$ cat src/verilog/kms_pkg.sv
// constants shared by the key matrix scanner and its key map memory
// assumes one 20 MHz clock and a synchronous active-high reset
//
// Summary of operation
// - serve five drive by six sense lines
// - idle sense lines read high, pulled up
// - drive rows low, low sense means pressed
// - active sense level is a configurable input
// - undriven row never registers a press
// - enable sense input buffers before sampling
// - before sleep, drive lines become wake inputs
// - update flag one on accepted change only
// - one full scan per scan request
// - accept change after two identical differing scans
// - reset: all released, filtering on
// - wake-fast mode bypasses filter, accepts immediately
// - report now, or hold record in buffer
// - record: count, modifier, six key codes
// - more than six keys: first six kept
// - codes come from table in matrix order
// - count cleared each scan, slots kept
// - count zero means release, slots invalid
// - full check first, exit if nothing active
// - wait settle time before sampling sense lines
// - stop after six successive all-released checks
`default_nettype none

package kms_pkg;

  // ************************************************************
  // matrix geometry and record layout
  // ************************************************************
  localparam int NUM_ROWS  = 5;
  localparam int NUM_COLS  = 6;
  localparam int NUM_KEYS  = NUM_ROWS * NUM_COLS;
  localparam int MAX_KEYS  = 6;
  localparam int CODE_W    = 8;
  localparam int REC_BYTES = 2 + MAX_KEYS;
  localparam int ADDR_W    = 5;

  // ************************************************************
  // timing
  // ************************************************************
  localparam int CLK_PERIOD_NS = 50;
  localparam int SETTLE_NS     = 20000;
  // least time: round up to whole cycles
  localparam int SETTLE_CYC_I  =
    (SETTLE_NS + CLK_PERIOD_NS - 1) / CLK_PERIOD_NS;
  localparam logic [8:0] SETTLE_CYC = 9'(SETTLE_CYC_I);
  localparam logic [2:0] RELEASE_CHECKS = 3'h6;

  // ************************************************************
  // reset values
  // ************************************************************
  localparam logic [NUM_KEYS-1:0] MATRIX_RST = 30'h0;
  localparam logic [7:0]          MODIFIER_RST = 8'h00;
  localparam logic [7:0]          COUNT_RST = 8'h00;

endpackage : kms_pkg

`default_nettype wire

$ cat src/verilog/kms_map_if.sv
// key map table access between scanner and its lookup memory
// assumes both ends run on the scanner clock
`default_nettype none

interface kms_map_if;
  logic                       wr_en;
  logic [kms_pkg::ADDR_W-1:0] wr_addr;
  logic [kms_pkg::CODE_W-1:0] wr_data;
  logic [kms_pkg::ADDR_W-1:0] rd_addr;
  logic [kms_pkg::CODE_W-1:0] rd_data;

  modport scanner (
    output wr_en,
    output wr_addr,
    output wr_data,
    output rd_addr,
    input  rd_data
  );

  modport mem (
    input  wr_en,
    input  wr_addr,
    input  wr_data,
    input  rd_addr,
    output rd_data
  );
endinterface : kms_map_if

`default_nettype wire

$ cat src/verilog/kms_keymap_mem.sv
// key lookup table: one code per row/column crossing, row major
// assumes rd_addr is stable one cycle before rd_data is used
`default_nettype none

module kms_keymap_mem (
  input  wire logic core_clk_in,
  input  wire logic reset_in,
  kms_map_if.mem    map
);

  logic [kms_pkg::CODE_W-1:0] table_r [kms_pkg::NUM_KEYS];

  // ************************************************************
  // table storage, registered read
  // ************************************************************
  always_ff @(posedge core_clk_in)
  begin
    if (reset_in)
    begin
      for (int i = 0; i < kms_pkg::NUM_KEYS; i++)
      begin
        table_r[i] <= '0;
      end
    end
    else if (map.wr_en && (int'(map.wr_addr) < kms_pkg::NUM_KEYS))
    begin
      table_r[map.wr_addr] <= map.wr_data;
    end
  end

  always_ff @(posedge core_clk_in)
  begin
    if (reset_in)
    begin
      map.rd_data <= '0;
    end
    else if (int'(map.rd_addr) < kms_pkg::NUM_KEYS)
    begin
      map.rd_data <= table_r[map.rd_addr];
    end
    else
    begin
      map.rd_data <= '0;
    end
  end

endmodule : kms_keymap_mem

`default_nettype wire

$ cat src/verilog/kms_scanner.sv
// key matrix scanner: settle, full check, row pass, filter, record
// assumes sense pins are asynchronous; all other inputs share the clock
`default_nettype none

module kms_scanner (
  input  wire logic        core_clk_in,
  input  wire logic        reset_in,
  input  wire logic        scan_req_in,
  input  wire logic        wake_fast_mode_in,
  input  wire logic        report_now_in,
  input  wire logic        valid_sense_level_in,
  input  wire logic        sleep_prep_in,
  input  wire logic [5:0]  sense_lines_in,
  input  wire logic        map_wr_en_in,
  input  wire logic [4:0]  map_wr_addr_in,
  input  wire logic [7:0]  map_wr_data_in,
  output logic      [4:0]  drive_lines_out,
  output logic      [4:0]  drive_oe_out,
  output logic             drive_ibuf_on_out,
  output logic             drive_wake_high_out,
  output logic      [5:0]  sense_ibuf_on_out,
  output logic             scan_done_out,
  output logic             update_out,
  output logic             buffered_pending_out,
  output logic      [7:0]  pressed_count_out,
  output logic      [7:0]  modifier_out,
  output logic      [47:0] key_codes_out
);

  typedef enum logic [3:0] {
    ST_IDLE, ST_FULL_SET, ST_FULL_CHK, ST_ROW_SET, ST_ROW_SMP,
    ST_FILTER, ST_BLD_ADDR, ST_BLD_WAIT, ST_BLD_DATA, ST_DONE
  } kms_state_e;

  kms_state_e  state_r;
  kms_state_e  state_nxt;
  logic [8:0]  wait_r;
  logic [2:0]  row_r;
  logic [2:0]  row_nxt;
  logic [2:0]  rel_cnt_r;
  logic [5:0]  sync1_r;
  logic [5:0]  sync2_r;
  logic [5:0]  active_w;
  logic [5:0]  need_r;
  logic [5:0]  cur_rows_r [kms_pkg::NUM_ROWS];
  logic [29:0] cur_w;
  logic [29:0] prev_r;
  logic [29:0] stored_r;
  logic        accept_w;
  logic        acc_r;
  logic [4:0]  idx_r;
  logic [4:0]  rd_addr_r;
  logic [7:0]  work_cnt_r;
  logic [47:0] work_codes_r;
  logic [7:0]  buf_cnt_r;
  logic [47:0] buf_codes_r;
  logic [4:0]  oe_nxt;
  logic        settled_w;

  kms_map_if map ();

  assign map.wr_en   = map_wr_en_in;
  assign map.wr_addr = map_wr_addr_in;
  assign map.wr_data = map_wr_data_in;
  assign map.rd_addr = rd_addr_r;

  kms_keymap_mem u_map (
    .core_clk_in (core_clk_in),
    .reset_in    (reset_in),
    .map         (map.mem)
  );

  // ************************************************************
  // sense pin synchroniser and level compare
  // ************************************************************
  always_ff @(posedge core_clk_in)
  begin
    if (reset_in)
    begin
      sync1_r <= 6'h3F;
      sync2_r <= 6'h3F;
    end
    else
    begin
      sync1_r <= sense_lines_in;
      sync2_r <= sync1_r;
    end
  end

  // pressed where the pin equals the configured level
  assign active_w = ~(sync2_r ^ {6{valid_sense_level_in}});

  // ************************************************************
  // sequencer
  // ************************************************************
  assign settled_w = (wait_r == kms_pkg::SETTLE_CYC - 9'h001);
  assign accept_w  = wake_fast_mode_in ? (cur_w != stored_r)
                   : ((cur_w == prev_r) && (cur_w != stored_r));

  always_comb
  begin
    state_nxt = state_r;
    row_nxt   = row_r;
    case (state_r)
      ST_IDLE:
        if (scan_req_in)
          state_nxt = ST_FULL_SET;
      ST_FULL_SET:
        if (settled_w)
          state_nxt = ST_FULL_CHK;
      ST_FULL_CHK:
      begin
        row_nxt = 3'h0;
        if ((active_w == 6'h00) &&
            (rel_cnt_r >= kms_pkg::RELEASE_CHECKS - 3'h1))
          state_nxt = ST_DONE;
        else
          state_nxt = ST_ROW_SET;
      end
      ST_ROW_SET:
        if (settled_w)
          state_nxt = ST_ROW_SMP;
      ST_ROW_SMP:
        if (row_r == 3'(kms_pkg::NUM_ROWS - 1))
          state_nxt = ST_FILTER;
        else
        begin
          state_nxt = ST_ROW_SET;
          row_nxt   = row_r + 3'h1;
        end
      ST_FILTER:
        state_nxt = accept_w ? ST_BLD_ADDR : ST_DONE;
      ST_BLD_ADDR:
        if ((idx_r == 5'(kms_pkg::NUM_KEYS)) ||
            (work_cnt_r == 8'(kms_pkg::MAX_KEYS)))
          state_nxt = ST_DONE;
        else if (stored_r[idx_r])
          state_nxt = ST_BLD_WAIT;
      ST_BLD_WAIT:
        state_nxt = ST_BLD_DATA;
      ST_BLD_DATA:
        state_nxt = ST_BLD_ADDR;
      ST_DONE:
        state_nxt = ST_IDLE;
      default:
        state_nxt = ST_IDLE;
    endcase
  end

  always_ff @(posedge core_clk_in)
  begin
    if (reset_in)
    begin
      state_r <= ST_IDLE;
      row_r   <= 3'h0;
    end
    else
    begin
      state_r <= state_nxt;
      row_r   <= row_nxt;
    end
  end

  // settle counter restarts on every change of drive pattern
  always_ff @(posedge core_clk_in)
  begin
    if (reset_in || settled_w ||
        ((state_r != ST_FULL_SET) && (state_r != ST_ROW_SET)))
      wait_r <= 9'h000;
    else
      wait_r <= wait_r + 9'h001;
  end

  // ************************************************************
  // pin control
  // ************************************************************
  always_comb
  begin
    oe_nxt = 5'h00;
    case (state_nxt)
      ST_FULL_SET, ST_FULL_CHK:
        oe_nxt = 5'h1F;
      ST_ROW_SET, ST_ROW_SMP:
        oe_nxt = 5'(5'h01 << row_nxt);
      default:
        oe_nxt = 5'h00;
    endcase
  end

  always_ff @(posedge core_clk_in)
  begin
    if (reset_in)
    begin
      drive_lines_out     <= 5'h00;
      drive_oe_out        <= 5'h00;
      drive_ibuf_on_out   <= 1'b0;
      drive_wake_high_out <= 1'b0;
    end
    else
    begin
      drive_lines_out     <= 5'h00;
      drive_oe_out        <= oe_nxt;
      // while asleep rows float as wake inputs, a press pulls them up
      drive_ibuf_on_out   <= (state_nxt == ST_IDLE) && sleep_prep_in;
      drive_wake_high_out <= (state_nxt == ST_IDLE) && sleep_prep_in;
    end
  end

  // buffers stay on once enabled; settle time covers their turn-on
  always_ff @(posedge core_clk_in)
  begin
    if (reset_in)
      sense_ibuf_on_out <= 6'h00;
    else if (scan_req_in)
      sense_ibuf_on_out <= 6'h3F;
  end

  // ************************************************************
  // full check, release debounce, row words
  // ************************************************************
  always_ff @(posedge core_clk_in)
  begin
    if (reset_in)
    begin
      need_r    <= 6'h00;
      rel_cnt_r <= 3'h0;
    end
    else if (state_r == ST_FULL_CHK)
    begin
      need_r <= active_w;
      if (active_w != 6'h00)
        rel_cnt_r <= 3'h0;
      else if (rel_cnt_r < kms_pkg::RELEASE_CHECKS)
        rel_cnt_r <= rel_cnt_r + 3'h1;
    end
  end

  for (genvar r = 0; r < kms_pkg::NUM_ROWS; r++)
  begin : g_row
    always_ff @(posedge core_clk_in)
    begin
      if (reset_in)
        cur_rows_r[r] <= 6'h00;
      else if ((state_r == ST_ROW_SMP) && (row_r == 3'(r)))
        cur_rows_r[r] <= active_w & need_r;
    end
    assign cur_w[r*kms_pkg::NUM_COLS +: kms_pkg::NUM_COLS] = cur_rows_r[r];
  end

  // ************************************************************
  // change filter
  // ************************************************************
  always_ff @(posedge core_clk_in)
  begin
    if (reset_in)
    begin
      prev_r   <= kms_pkg::MATRIX_RST;
      stored_r <= kms_pkg::MATRIX_RST;
      acc_r    <= 1'b0;
    end
    else if (state_r == ST_IDLE && scan_req_in)
      acc_r <= 1'b0;
    else if (state_r == ST_FILTER)
    begin
      prev_r <= cur_w;
      acc_r  <= accept_w;
      if (accept_w)
        stored_r <= cur_w;
    end
  end

  // ************************************************************
  // record build from the lookup table
  // ************************************************************
  always_ff @(posedge core_clk_in)
  begin
    if (reset_in)
    begin
      idx_r     <= 5'h00;
      rd_addr_r <= 5'h00;
    end
    else if (state_r == ST_FILTER)
      idx_r <= 5'h00;
    else if ((state_r == ST_BLD_ADDR) && (state_nxt != ST_DONE))
    begin
      rd_addr_r <= idx_r;
      idx_r     <= idx_r + 5'h01;
    end
  end

  // slots beyond the count keep stale codes
  always_ff @(posedge core_clk_in)
  begin
    if (reset_in)
    begin
      work_cnt_r   <= kms_pkg::COUNT_RST;
      work_codes_r <= 48'h0;
    end
    else if (state_r == ST_IDLE && scan_req_in)
      work_cnt_r <= kms_pkg::COUNT_RST;
    else if (state_r == ST_BLD_DATA)
    begin
      work_codes_r[work_cnt_r[2:0]*8 +: 8] <= map.rd_data;
      work_cnt_r <= work_cnt_r + 8'h01;
    end
  end

  // ************************************************************
  // reporting and buffered hold
  // ************************************************************
  always_ff @(posedge core_clk_in)
  begin
    if (reset_in)
    begin
      scan_done_out        <= 1'b0;
      update_out           <= 1'b0;
      buffered_pending_out <= 1'b0;
      pressed_count_out    <= kms_pkg::COUNT_RST;
      modifier_out         <= kms_pkg::MODIFIER_RST;
      key_codes_out        <= 48'h0;
      buf_cnt_r            <= kms_pkg::COUNT_RST;
      buf_codes_r          <= 48'h0;
    end
    else
    begin
      scan_done_out <= (state_r == ST_DONE);
      update_out    <= 1'b0;
      modifier_out  <= kms_pkg::MODIFIER_RST;
      if (state_r == ST_DONE)
      begin
        if (report_now_in && acc_r)
        begin
          update_out           <= 1'b1;
          buffered_pending_out <= 1'b0;
          pressed_count_out    <= work_cnt_r;
          key_codes_out        <= work_codes_r;
        end
        else if (report_now_in && buffered_pending_out)
        begin
          update_out           <= 1'b1;
          buffered_pending_out <= 1'b0;
          pressed_count_out    <= buf_cnt_r;
          key_codes_out        <= buf_codes_r;
        end
        else if (!report_now_in && acc_r)
        begin
          buffered_pending_out <= 1'b1;
          buf_cnt_r            <= work_cnt_r;
          buf_codes_r          <= work_codes_r;
        end
      end
    end
  end
endmodule : kms_scanner

`default_nettype wire
$ cat config.mk
export PLATFORM = sky130hd
export DESIGN_NAME = kms_scanner
export DESIGN_NICKNAME = d
export VERILOG_FILES = /design/src/verilog/kms_pkg.sv /design/src/verilog/kms_map_if.sv /design/src/verilog/kms_keymap_mem.sv /design/src/verilog/kms_scanner.sv
export SDC_FILE = /design/constraint.sdc
export NUM_CORES = 1
export LEC_CHECK = 0
export ABC_AREA = 0
export BUFFER_PORTS_ARGS = -buffer_cell sky130_fd_sc_hd__buf_2
export CAP_MARGIN = 20
export CELL_PAD_IN_SITES_DETAIL_PLACEMENT = 1
export CELL_PAD_IN_SITES_GLOBAL_PLACEMENT = 2
export CORE_MARGIN = 2
export CORE_UTILIZATION = 26
export CTS_CLUSTER_SIZE = 40
export DETAILED_ROUTE_END_ITERATION = 10
export PLACE_DENSITY_LB_ADDON = 0.08
export SYNTH_ARGS = -nofsm -noshare
export SYNTH_HDL_FRONTEND = slang
export SYNTH_HIERARCHICAL = 1
export SYNTH_SLANG_ARGS = --single-unit
$ cat constraint.sdc
create_clock -name core_clk_in -period 3 [get_ports core_clk_in]
set_input_delay 0.45 -clock core_clk_in [delete_from_list [all_inputs] [get_ports core_clk_in]]
set_output_delay 0.45 -clock core_clk_in [all_outputs]
set_load 0.005 [all_outputs]
# ---- Yosys cells after proc, flatten, opt, wreduce, memory -nomap -nowiden
# Memory sizes are Yosys's and may differ from the RTL's. A register that Yosys moved wholly into a read port is not among the register bits.
# Index checks and enable logic that the tools add are counted.
dict set report word_totals {
  mem_bits_rw 270
  ff_bits 286
  memories 2
  elab_cells 176
}
dict set report classes {
  bitwise 14
  n_mux 55
  add_sub_neg 6
  reduce_logical 42
  n_shift 3
  n_eq_ne 25
  order_cmp 5
}
# name words word_bits rd rd_clocked_by_memory_dff write_ports line
set mem_list {}
lappend mem_list {u_map.table_r 30 8 1 1 30 kms_keymap_mem.sv:11} ;# logic [kms_pkg::CODE_W-1:0] table_r [kms_pkg::NUM_KEYS];
lappend mem_list {cur_rows_r 5 6 5 0 5 kms_scanner.sv:45} ;# logic [5:0] cur_rows_r [kms_pkg::NUM_ROWS];
# operator count
set ops {}
lappend ops {{$mux 48} 2}
lappend ops {{$bwmux 48} 1}
lappend ops {{$shift 8x34->48 const A} 1}
lappend ops {{$shiftx 8x34->48} 1}
lappend ops {{$pmux 4 s9} 1}
lappend ops {{$neg 6->34} 1}
lappend ops {{$eq 30x30->1} 1}
lappend ops {{$mux 6} 5}
lappend ops {{$ne 30x30->1} 1}
lappend ops {{$mux 1} 28}
lappend ops {{$mux 4} 7}
lappend ops {{$mux 8} 3}
lappend ops {{$eq 4x3->1 const B} 5}
lappend ops {{$eq 4x2->1 const B} 4}
lappend ops {{$logic_and 1x1->1} 15}
lappend ops {{$mux 3} 4}
lappend ops {{$reduce_and 2->1} 6}
lappend ops {{$reduce_or 2->1} 6}
lappend ops {{$lt 5x5->1 const B} 2}
lappend ops {{$pmux 5 s2} 1}
lappend ops {{$add 9x1->9 const B} 1}
lappend ops {{$eq 9x9->1 const B} 1}
lappend ops {{$add 8x1->8 const B} 1}
lappend ops {{$eq 4x1->1 const B} 2}
lappend ops {{34 further kinds} 50}

# ---- Depth between registers and ports, before layout
# Gate-level depths: netlist of run 1.
dict set report logic_depth {
  ltp_word 9
  mapped_depth 12
  mapped_depth_nobuf 10
}

# ---- Hierarchy
# The synthesis of run 1 kept the hierarchy.
# mod n_inst cells_per_inst area_each_um2
set modules_own_cells {}
lappend modules_own_cells {kms_scanner 1 1508 13354.1}
lappend modules_own_cells {kms_keymap_mem 1 776 11936.4}

# ---- Worst setup path before layout of run 1
# Ideal clock, no wire load.
dict set report synth_timing {
  path_type {input to register}
  start {input port valid_sense_level_in}
  end {register drive_oe_out[0]}
  arrival_ns 2.489
  path_buffers 1
  setup_ns 0.060
  path_stages 9
  required_time_ns 2.940
  setup_slack_ns 0.451
  cell_sequence {buf_4 -> or4b_1 -> mux2i_1 -> nand2_1 -> o21a_1 -> o21a_1 -> or4_1 -> a21boi_2 -> a41o_1}
}
dict set report synth_between {
  elab_chain_len 9
  word_cells_on_any_way 13
  classes_between {eq/ne (4); mux (3); bitwise (2); reduce/logical (4)}
}
# item line
set synth_rtl {}
lappend synth_rtl {{start: declaration} kms_scanner.sv:11} ;# input wire logic valid_sense_level_in,
lappend synth_rtl {{$xor 6x6->6 *} kms_scanner.sv:91} ;# assign active_w = ~(sync2_r ^ {6{valid_sense_level_in}});
lappend synth_rtl {{$not 6->6 *} kms_scanner.sv:91}
lappend synth_rtl {{$logic_not 6->1 *} kms_scanner.sv:114} ;# if ((active_w == 6'h00) &&
lappend synth_rtl {{$logic_and 1x1->1 *} kms_scanner.sv:114}
lappend synth_rtl {{$mux 4 *} kms_scanner.sv:114}
lappend synth_rtl {{$pmux 4 s9 *} kms_scanner.sv:104} ;# case (state_r)
lappend synth_rtl {{$eq 4x2->1, or another cell as far along} kms_scanner.sv:180} ;# case (state_nxt)
lappend synth_rtl {{$reduce_or 2->1} kms_scanner.sv:180}
lappend synth_rtl {{$pmux 5 s2 *} kms_scanner.sv:180}
lappend synth_rtl {{end signal: assignment} kms_scanner.sv:202} ;# drive_oe_out <= oe_nxt;
lappend synth_rtl {{end: declaration} kms_scanner.sv:18} ;# output logic [4:0] drive_oe_out,
# Mark *: on every way between the ends. The rest lies on a longest branch, timed or not.
# A chain may end at the register's enable or synchronous reset.

# ---- Worst setup path in the final report of run 1
dict set report layout_timing {
  start {register idx_r[1]}
  end {register drive_oe_out[0]}
}
dict set report layout_between {
  elab_chain_len 8
  word_cells_on_any_way 14
  classes_between {eq/ne (5); mux (6); reduce/logical (3)}
}
# item line
set layout_rtl {}
lappend layout_rtl {{start: declaration} kms_scanner.sv:51} ;# logic [4:0] idx_r;
lappend layout_rtl {{start signal: assignment} kms_scanner.sv:287} ;# idx_r <= idx_r + 5'h01;
lappend layout_rtl {{$bmux 1 s5} kms_scanner.sv:137} ;# else if (stored_r[idx_r])
lappend layout_rtl {{$mux 1 (implied by the code)} kms_scanner.sv:137}
lappend layout_rtl {{$mux 4} kms_scanner.sv:137}
lappend layout_rtl {{$mux 4 *} kms_scanner.sv:134} ;# if ((idx_r == 5'(kms_pkg::NUM_KEYS)) ||
lappend layout_rtl {{$pmux 4 s9 *} kms_scanner.sv:104}
lappend layout_rtl {{$eq 4x2->1, or another cell as far along} kms_scanner.sv:180}
lappend layout_rtl {{$reduce_or 2->1} kms_scanner.sv:180}
lappend layout_rtl {{$pmux 5 s2 *} kms_scanner.sv:180}
# Mark *: on every way between the ends. The rest lies on a longest branch, timed or not. The select of a mux whose other input is x is not followed.

==> results of run 1 <==
-- per-layer routing --
metal | vias up | share of wire
li1 | 8261 | -
met1 | 8813 | 0.48
met2 | 226 | 0.47
met3 | 99 | 0.030
met4 | 0 | 0.022
met5 | - | 0
-- power by group through the flow --
| stage | Clock [mW] | Sequential, mW | Combinational (mW) |
|---|---|---|---|
| 2_1_floorplan | 0 | 8.76 | 0.360 |
| 3_3_place_gp | 0 | 8.81 | 0.596 |
| 3_5_place_dp | 0 | 8.82 | 0.602 |
| 4_1_cts | 8.93 | 8.66 | 0.609 |
| 5_1_grt | 9.20 | 8.68 | 0.651 |
| 6_report | 8.59 | 8.65 | 0.594 |
-- cell families after synthesis --
group / after synthesis / share of synthesized area
xor+xnor: 82 / 0.0284
other cells: 2 / 0.000297
buf+inv: 189 / 0.0353
compound gates: 270 / 0.0736
simple gates: 984 / 0.190
mux: 163 / 0.0933
fa+ha+maj: 14 / 0.00693
flops: 580 / 0.572
-- cell type report --
type / count / area, µm² / share of cell area
multi-input combinational: 1542 / 10100 / 0.337
inverter: 18 / 67.6 / 0.00225
timing repair buffer: 202 / 1410 / 0.0470
clock buffer: 107 / 2120 / 0.0706
clock inverter: 22 / 204 / 0.00680
antenna: 2 / 5.00 / 0.000167
sequential: 580 / 14500 / 0.483
tap: 1276 / 1600 / 0.0532
-- stage by stage --
step	instance area, µm²	setup slack, ns	setup TNS [ns]	util	hold WS, ns
2_1_floorplan	25400	0.451	0	-	0.389
3_3_place_gp	27500	0.0380	0	0.285	0.399
3_5_place_dp	27500	0.0236	0	0.285	0.396
4_1_cts	29900	0.110	0	0.310	0.0749
5_1_grt	30000	-0.00119	-0.00119	0.311	0.121
6_report	30000	0.151	0	0.311	0.124
-- sequential cells by signal, indices dropped and copies added (netlist names), 6 cells and up --
register / count
buf_cnt_r: 8
wait_r: 9
work_cnt_r: 8
sync2_r: 6
stored_r: 30
work_codes_r: 48
cur_rows_r: 30
u_map/table_r: 256
u_map/map.rd_data: 8
key_codes_out: 48
sync1_r: 6
pressed_count_out: 8
need_r: 6
prev_r: 30
buf_codes_r: 48
-- synthesized netlist by cell type (5+ instances only) --
| library cell | count | area share |
|---|---|---|
| or3_1 | 9 | 0.0022 |
| inv_1 | 18 | 0.0027 |
| dfxtp_1 | 294 | 0.23 |
| xnor2_1 | 35 | 0.012 |
| nor2_1 | 244 | 0.036 |
| o221ai_1 | 7 | 0.0024 |
| edfxtp_1 | 286 | 0.34 |
| clkbuf_1 | 116 | 0.017 |
| a22oi_1 | 8 | 0.0024 |
| nand3b_1 | 7 | 0.0021 |
| and2_1 | 242 | 0.060 |
| a22o_1 | 7 | 0.0024 |
| mux2i_1 | 107 | 0.042 |
| or2_2 | 43 | 0.011 |
| buf_1 | 10 | 0.0015 |
| o22ai_1 | 9 | 0.0022 |
| nand4_1 | 12 | 0.0030 |
| a211oi_1 | 7 | 0.0021 |
| buf_6 | 8 | 0.0036 |
| nor4_1 | 12 | 0.0030 |
| nor2b_1 | 6 | 0.0015 |
| buf_4 | 21 | 0.0062 |
| nor3_1 | 16 | 0.0032 |
| nand2_1 | 292 | 0.043 |
| or3b_2 | 5 | 0.0017 |
| ha_1 | 14 | 0.0069 |
| o21ai_0 | 9 | 0.0018 |
| mux4_1 | 7 | 0.0073 |
| a21o_1 | 7 | 0.0021 |
| buf_2 | 14 | 0.0028 |
| mux4_2 | 49 | 0.044 |
| xor2_1 | 47 | 0.016 |
| nand3_1 | 73 | 0.014 |
| a311oi_1 | 57 | 0.020 |
| a21oi_1 | 125 | 0.025 |
-- worst paths after layout --
check | startpoint | to | slack, ns | cells after the start
worst max-delay path | idx_r[1]$_SDFFE_PP0P_ | drive_oe_out[0]$_SDFF_PP0_ | 0.15 | 8
worst min-delay path | scan_req_in | sense_ibuf_on_out[0]$_SDFFE_PP0P_ | 0.12 | 3
worst max register to register | idx_r[1]$_SDFFE_PP0P_ | drive_oe_out[0]$_SDFF_PP0_ | 0.15 | 8
worst min register to register | sync1_r[3]$_SDFF_PP1_ | sync2_r[3]$_SDFF_PP1_ | 0.41 | 1
-- tightest hold or removal path, cell delays in order --
cell and delay, ns:
buf_2 0.13, nor2_1 0.05, nor2_1 0.07
-- what timing repair did --
action | in CTS | in global routing
endpoints found under the setup margin | 1 | 5
resized for setup | 1 | 12
hold endpoints to repair | 6 | 0
pin swaps | 0 | 5
hold buffers | 6 | 0
setup buffers | 0 | 3
==> flow_summary_export.csv, run 1 <==
group,metric,value,unit
clock_network,clkLatencyLatePin,0.63,ns
logic_synthesis,netlist_area,0.0253,mm²
routing,drcViolationCount,0,
clock_network,clock_sinks,580,
clock_network,clockRootBuffer,"clkbuf_16",
logic_synthesis,synth-edff-count,286,
timing,setup_violations,0,
die,ios,112,
placement,dp_cells,3609,
die,start_util,0.262,
die,die-area,0.0998,mm²
critical_path,slowest_delay,0.58,ns
logic_synthesis,syn_area_per_cell,11.1,µm²
power,clkPwrFrac,0.482,
power,power_frac_seq,0.485,
timing,hold_viol_final,0,
clock_network,htreeDepth,3,
global_routing,top_usage_layer,"met2",
die,rows,114,
clock_network,ctsLongestPathBuffers,3,
cells_and_area,layout_common_cells,"291 x nand2_1, 290 x dfxtp_1, 286 x edfxtp_1",
global_routing,grt_start_max_net_pins,131,
global_routing,gr-total-overflow,0,
cells_and_area,syn_to_final_growth,18.6,%
power,internal_power,13.8,mW
global_routing,met3_usage,0.0253,
logic_synthesis,ys_types,71,
logic_synthesis,ys_seq_area_frac,0.572,
routing,postRouteAntennaNets,0,
logic_synthesis,synth_warnings,6,
logic_synthesis,ys_ff_latch,580,
critical_path,slowest_stage,"mux4_1",
routing,viasPerCell,4.64,
timing,min_period_over_period,0.950,
critical_path,critPathRequiredTime,3.51,ns
cells_and_area,nFillCells,10608,
critical_path,path_cells,"mux4_1, mux4_2, nor3_4, a2111oi_4, a2111oi_4, or4_4, a21boi_4, a41o_1",
logic_synthesis,syn_inst,2284,
die,die_w,316,µm
power,total_power,17.8,mW
cells_and_area,final_cells,3749,
status,status,"completed",
logic_synthesis,async_flop_share,0,
power,pwr_density_cell,595,mW/mm²
cells_and_area,mostFrequentLayoutCell,"nand2_1",
timing,slew_headroom,0.379,
timing,tightest_slew,0.928,ns
global_routing,grt_pass1_vias,18097,
global_routing,grtUsageMet2,0.262,
critical_path,critPathBufInv,0,
placement,hpwl,51600,µm
critical_path,path_max_fanout,6,
timing,finalCriticalPeriod,2.85,ns
routing,drt_iter0_markers,899,
critical_path,cp_data_arrival_time,3.36,ns
logic_synthesis,synthFlopType,"dfxtp_1",
routing,wl_per_cell,21.2,µm
routing,vias,17399,
run,maxCapViolCount,0,
global_routing,grt_pass1_wl,119000,µm
clock_network,cts_buffers,73,
timing,fin_skew,0.0192,ns
power,ir_drop,0.363,mV
critical_path,endpoint_kind,"register",
worst_hold_path,holdCritPathClass,"primary input to register",
die,die_h,316,µm
global_routing,antenna_found_initial,1,
critical_path,cp-start-kind,"register",
clock_network,path_clk_slew,0.06,ns
critical_path,crit_top_cell,"a2111oi_4",
power,sw_frac_of_total,0.227,
critical_path,path_class,"register to register",
global_routing,use_met1,0.217,
timing,fmax,351,MHz
critical_path,cpLargestDelayFamily,"multiplexers",
power,power_leakage,10.4,nW
timing,drv_slew,0,
die,core_area,0.0966,mm²
cells_and_area,final_nets,2458,
cells_and_area,drive_above_1_share,0.173,
routing,totalWireLength,79600,µm
routing,first_pass_iters,4,
power,switchingPower,4.06,mW
global_routing,grt_use_total,0.159,
placement,io_buffer_count,98,
power,combPwrFrac,0.033,
placement,gp_congestion,0.760,
clock_network,cts_tree,"yes",
Note: power is estimated with default switching activity, not from simulation.
==> run 2, diff against run 1 <==
==> constraint.sdc (replaced) <==
create_clock -name core_clk_in -period 2.5 [get_ports core_clk_in]
set_input_delay 0.375 -clock core_clk_in [delete_from_list [all_inputs] [get_ports core_clk_in]]
set_output_delay 0.375 -clock core_clk_in [all_outputs]
set_load 0.005 [all_outputs]
==> run 2 against run 1 <==
Effect of this change:
- the flow now finishes with violations (setup timing)
- combinational power up 29%
- first-iteration DRC count shrank 13%
- routed wire length rose by 1.3%
- maximum frequency is 7.4% higher
- largest cell class unchanged
- hold slack got worse by 0.062 ns
- via count increased by 2.7%
- design area grew 3.7%
- sequential power is 20% higher
- sequential share of layout area down 1.7 points
==> flow_summary_export.csv, run 2 (same netlist as run 1, synthesis figures left out) <==
group,metric,value,unit
status,status,"finished, violations left",
status,failed_checks,"setup timing",
timing,hold_viol_final,0,
critical_path,critPathRequiredTime,3.06,ns
critical_path,cp_data_arrival_time,3.21,ns
global_routing,grt_start_max_net_pins,167,
placement,hpwl,52300,µm
worst_hold_path,timing.hold.worst_endpoint,"sync1_r[1]$_SDFF_PP1_",
die,die_w,316,µm
timing,tightest_slew,0.861,ns
cells_and_area,fin_util,0.322,
routing,met1Wirelength,38300,µm
run,maxCapViolCount,0,
global_routing,grt_pass1_wl,121000,µm
routing,postRouteAntennaNets,0,
timing,slew_headroom,0.426,
routing,vias,17869,
global_routing,antenna_found_initial,2,
die,die-area,0.0998,mm²
global_routing,gr-total-overflow,0,
critical_path,cp-start-kind,"register",
timing,drv_slew,0,
critical_path,r2r_end,"drive_oe_out[0]$_SDFF_PP0_",
cells_and_area,drive_above_1_share,0.220,
global_routing,grt_pass1_vias,18938,
power,total_power,22.0,mW
critical_path,path_max_fanout,5,
critical_path,r2r_start,"cur_rows_r[1][0]$_SDFFCE_PN0P_",
clock_network,clock_sinks,580,
routing,drcViolationCount,0,
worst_hold_path,holdCritPathClass,"primary input to register",
cells_and_area,mostFrequentLayoutCell,"nand2_1",
clock_network,clockRootBuffer,"clkbuf_16",
cells_and_area,largest_reg_flops,256,
worst_hold_path,hold_start,"sense_lines_in[1]",
timing,setup_ws,-0.152,ns
critical_path,r2r_slack,-0.15,ns
critical_path,reg2regPathDepth,11,
routing,route.met3.wl,2140,µm
cells_and_area,top_register,"u_map/table_r",
critical_path,endpoint_kind,"register",
cells_and_area,final_nets,2554,
placement,io_buffer_count,98,
cells_and_area,syn_to_final_growth,23.1,%
placement,gp_congestion,0.761,
placement,dp_cells,3690,
clock_network,htreeDepth,3,
clock_network,ctsLongestPathBuffers,3,
routing,top_layer_used,"met4",
clock_network,path_clk_slew,0.06,ns
clock_network,cts_buffers,74,
timing,whs,0.0619,ns
die,die_h,316,µm
timing,fmax,377,MHz
power,power_leakage,11.0,nW
timing,grt_setup_unrepaired,"yes",
critical_path,startpoint,"cur_rows_r[1][0]$_SDFFCE_PN0P_",
die,core_area,0.0966,mm²
die,start_util,0.262,
timing,min_period_over_period,1.06,
cells_and_area,layout_common_cells,"291 x nand2_1, 286 x edfxtp_1, 284 x dfxtp_1",
power,ir_drop,0.393,mV
clock_network,clkLatencyLatePin,0.63,ns
die,rows,114,
routing,totalWireLength,80500,µm
cells_and_area,final_cells,3850,
timing,setup_violations,10,
clock_network,cts_tree,"yes",
routing,wl_per_cell,20.9,µm
power,pwr_density_cell,708,mW/mm²
global_routing,grt_use_total,0.161,
critical_path,path_class,"register to register",
routing,first_pass_iters,5,
routing,viasPerCell,4.64,
timing,fin_skew,0.0211,ns
routing,met2WireLength,38200,µm
die,ios,112,
routing,drt_iter0_markers,781,
worst_hold_path,holdPathStages,2,
timing,finalCriticalPeriod,2.65,ns
==> run 2: critical path, cell delays in order (launching register included) <==
cell      delay, ns
edfxtp_1       0.41
xor2_1         0.18
nor4_2         0.31
buf_4          0.15
nand4_1        0.17
o21ai_1        0.18
buf_4          0.14
nor2_4         0.04
buf_6          0.11
or4_4          0.54
a21boi_4       0.22
a41o_1         0.13
==> run 2: per-layer routing <==
metal	vias up	GRT usage
li1	8475	-
met3	109	0.0246
met1	9037	0.216
met2	248	0.271
met4	0	0.0434
met5	-	0
==> run 2: worst max-delay path by stage <==
stage                                      end  slack [ns]  cells after the start
floorplan           drive_oe_out[0]$_SDFF_PP0_        0.01                      9
global placement    drive_oe_out[4]$_SDFF_PP0_       -0.30                     11
global route        drive_oe_out[1]$_SDFF_PP0_       -0.32                     12
CTS                 drive_oe_out[0]$_SDFF_PP0_       -0.22                     10
detailed placement  drive_oe_out[0]$_SDFF_PP0_       -0.37                     12
finish              drive_oe_out[0]$_SDFF_PP0_       -0.15                     11
==> run 2: power by group <==
part	internal [mW]	total [mW]	leakage [nW]	switching [mW]
Sequential	10.2	10.4	5.13	0.138
Combinational	0.261	0.768	4.67	0.507
Clock	6.58	10.9	1.21	4.32
==> run 2: layout make-up <==
type                            instances  area [µm²]
Inverter                               18        67.6
Tap cell                             1276        1600
Sequential cell                       580       14500
Clock buffer                           98        2070
Multi-Input combinational cell       1542       10200
Fill cell                           10618       65400
Antenna cell                            1        2.50
Timing Repair Buffer                  297        2230
Clock inverter                         38         409
==> run 2: metrics by stage <==
stage                     TNS [ns]  setup WS (ns)  instance area (µm²)
final                       -0.743         -0.152                31100
after detailed placement     -4.33         -0.373                28200
after CTS                    -1.01         -0.216                30900
after global routing         -3.15         -0.320                31100
after global placement       -2.44         -0.303                28200
after floorplan                  0         0.0144                25400
==> run 2: repair_timing <==
| item | 4_1_cts | 5_1_grt |
|---|---|---|
| cloned | 2 | 1 |
| buffers inserted | 5 | 10 |
| endpoints found under the setup margin | 38 | 40 |
| endpoints found under the hold margin | 5 | 0 |
| resized for setup | 25 | 20 |
| hold buffers | 5 | 0 |
| pin swaps | 11 | 10 |
==> run 3, diff against run 2 <==
--- a/config.mk
+++ b/config.mk
@@ -15,6 +15,7 @@
 export CTS_CLUSTER_SIZE = 40
 export DETAILED_ROUTE_END_ITERATION = 10
 export PLACE_DENSITY_LB_ADDON = 0.08
+export RECOVER_POWER = 25
 export SYNTH_ARGS = -nofsm -noshare
 export SYNTH_HDL_FRONTEND = slang
 export SYNTH_HIERARCHICAL = 1
==> constraint.sdc (replaced) <==
create_clock -name core_clk_in -period 2.56 [get_ports core_clk_in]
set_input_delay 0.384 -clock core_clk_in [delete_from_list [all_inputs] [get_ports core_clk_in]]
set_output_delay 0.384 -clock core_clk_in [all_outputs]
set_load 0.005 [all_outputs]
==> run 3 against run 2 <==
Effect of this change:
- via count fell by 0.17%
- power fell by 4.3%
- non-clock buffer count shrank 5
- routed wire length down 0.24%
- first-iteration DRC count shrank 1.0%
- the run ends with capacitance limit, slew limit, setup timing left
- count of clock-buffer cells in the layout increased by 2
- clock power decreased by 6%
- global-route usage about the same
==> flow_summary_export.csv, run 3 (same netlist as run 1, synthesis figures left out) <==
group,metric,value,unit
status,status,"finished, violations left",
status,failed_checks,"capacitance limit, slew limit, setup timing",
routing,vias,17839,
clock_network,cts_tree,"yes",
routing,viasPerCell,4.64,
placement,dp_cells,3682,
clock_network,path_clk_slew,0.06,ns
cells_and_area,antennaDiodeCount,0,
critical_path,path_class,"register to register",
clock_network,htreeDepth,3,
routing,postRouteAntennaNets,0,
timing,drv_slew,264,
timing,fin_skew,0.0205,ns
critical_path,crit_top_cell,"a2111oi_4",
critical_path,slowest_stage,"or4_4",
critical_path,cp-start-kind,"register",
critical_path,r2r_start,"work_cnt_r[0]$_SDFFE_PP0N_",
clock_network,ctsLongestPathBuffers,3,
critical_path,crit_end,"drive_oe_out[1]$_SDFF_PP0_",
die,core_area,0.0966,mm²
worst_hold_path,holdCritPathClass,"primary input to register",
clock_network,clkLatencyLatePin,0.63,ns
die,ios,112,
placement,gp_congestion,0.770,
critical_path,cpLargestDelayFamily,"compound AO/OA/AOI/OAI gates",
clock_network,clockRootBuffer,"clkbuf_16",
die,die_h,316,µm
power,power_leakage,10.8,nW
timing,hold_viol_final,0,
critical_path,r2r_end,"drive_oe_out[1]$_SDFF_PP0_",
critical_path,cp_data_arrival_time,3.25,ns
routing,wl_per_cell,20.9,µm
run,maxCapViolCount,8,
cells_and_area,largest_reg_flops,256,
critical_path,startpoint,"work_cnt_r[0]$_SDFFE_PP0N_",
global_routing,antenna_found_initial,2,
global_routing,gr-total-overflow,0,
timing,fmax,370,MHz
placement,postPlaceCellArea,0.0281,mm²
cells_and_area,mostFrequentLayoutCell,"nand2_1",
timing,grt_setup_unrepaired,"yes",
critical_path,critPathRequiredTime,3.11,ns
global_routing,grt_use_total,0.161,
power,ir_drop,0.389,mV
routing,totalWireLength,80400,µm
cells_and_area,final_cells,3842,
cells_and_area,stdcell_area,0.0309,mm²
global_routing,grt_pass1_wl,121000,µm
critical_path,path_cells,"inv_2, ha_4, or4b_4, o22ai_4, a311oi_2, a2111oi_4, a2111oi_4, or4_4, a21boi_4, a41o_1",
critical_path,cp.depth,10,
critical_path,r2r_slack,-0.14,ns
power,pwr_density_cell,682,mW/mm²
cells_and_area,final_nets,2548,
clock_network,cts_buffers,73,
clock_network,clock_sinks,580,
die,rows,114,
timing,slew_headroom,-0.380,
die,die-area,0.0998,mm²
cells_and_area,drive_above_1_share,0.209,
timing,setup_ws,-0.140,ns
placement,hpwl,52500,µm
routing,drt_iter0_markers,773,
placement,io_buffer_count,98,
critical_path,critPathBufInv,1,
routing,first_pass_iters,5,
critical_path,reg2regPathDepth,10,
cells_and_area,top_register,"u_map/table_r",
critical_path,slowest_delay,0.51,ns
die,start_util,0.262,
timing,tightest_slew,2.07,ns
timing,min_period_over_period,1.05,
timing,setup_violations,21,
global_routing,grt_start_max_net_pins,117,
cells_and_area,layout_common_cells,"291 x nand2_1, 287 x dfxtp_1, 286 x edfxtp_1",
cells_and_area,syn_to_final_growth,22.4,%
die,die_w,316,µm
timing,tns,-0.839,ns
critical_path,path_max_fanout,5,
critical_path,endpoint_kind,"register",
routing,drcViolationCount,0,
timing,finalCriticalPeriod,2.70,ns
global_routing,grt_pass1_vias,18912,
[run 3: final cells by class]
class	count	area [µm²]
Fill cell	10619	65600
Sequential cell	580	14500
Multi-Input combinational cell	1542	10300
Timing Repair Buffer	292	2140
Clock buffer	100	2050
Tap cell	1276	1600
Clock inverter	34	313
Inverter	18	67.6
[run 3: worst min path at each step]
stage,start,to,depth (start not counted)
after floorplan,sync1_r[0]$_SDFF_PP1_,sync2_r[0]$_SDFF_PP1_,1
after global placement,sync1_r[4]$_SDFF_PP1_,sync2_r[4]$_SDFF_PP1_,1
after detailed placement,sync1_r[0]$_SDFF_PP1_,sync2_r[0]$_SDFF_PP1_,1
after CTS,sleep_prep_in,drive_wake_high_out$_SDFF_PP0_,2
after global routing,sleep_prep_in,drive_wake_high_out$_SDFF_PP0_,2
final,sleep_prep_in,drive_wake_high_out$_SDFF_PP0_,2
[run 3: what timing repair did]
action	CTS	global route
endpoints found under the setup margin	38	38
resized for setup	24	36
hold buffers	7	0
pin swaps	6	20
endpoints found under the hold margin	7	0
buffers inserted	5	12
cloned	0	3
[run 3: layer usage]
| layer | vias up | routed length (µm) | GRT usage |
|---|---|---|---|
| li1 | 8449 | - | - |
| met1 | 9010 | 38000 | 0.219 |
| met2 | 268 | 38000 | 0.265 |
| met3 | 112 | 2320 | 0.0247 |
| met4 | 0 | 2000 | 0.0449 |
| met5 | - | 0 | 0 |
[run 3: power by group]
part           internal, mW  switching, mW
Clock                  6.03           4.19
Sequential             10.0          0.141
Combinational         0.259          0.493
[run 3: stage by stage]
| step | worst slack (ns) | power, mW | util | hold WS (ns) |
|---|---|---|---|---|
| after CTS | -0.0786 | 21.5 | 0.318 | 0.0148 |
| final | -0.140 | 21.1 | 0.320 | 0.0759 |
| after detailed placement | -0.331 | 11.1 | 0.291 | 0.401 |
| after floorplan | 0.0183 | 10.7 | - | 0.389 |
| after global placement | -0.256 | 11.1 | 0.291 | 0.400 |
| after global routing | -0.236 | 22.0 | 0.320 | 0.0343 |
[run 3: worst register-to-register path, cell delays in order, from the launching register on]
cell       delay (ns)
dfxtp_2          0.32
inv_2            0.07
ha_4             0.11
or4b_4           0.47
o22ai_4          0.18
a311oi_2         0.09
a2111oi_4        0.42
a2111oi_4        0.08
or4_4            0.51
a21boi_4         0.24
a41o_1           0.14
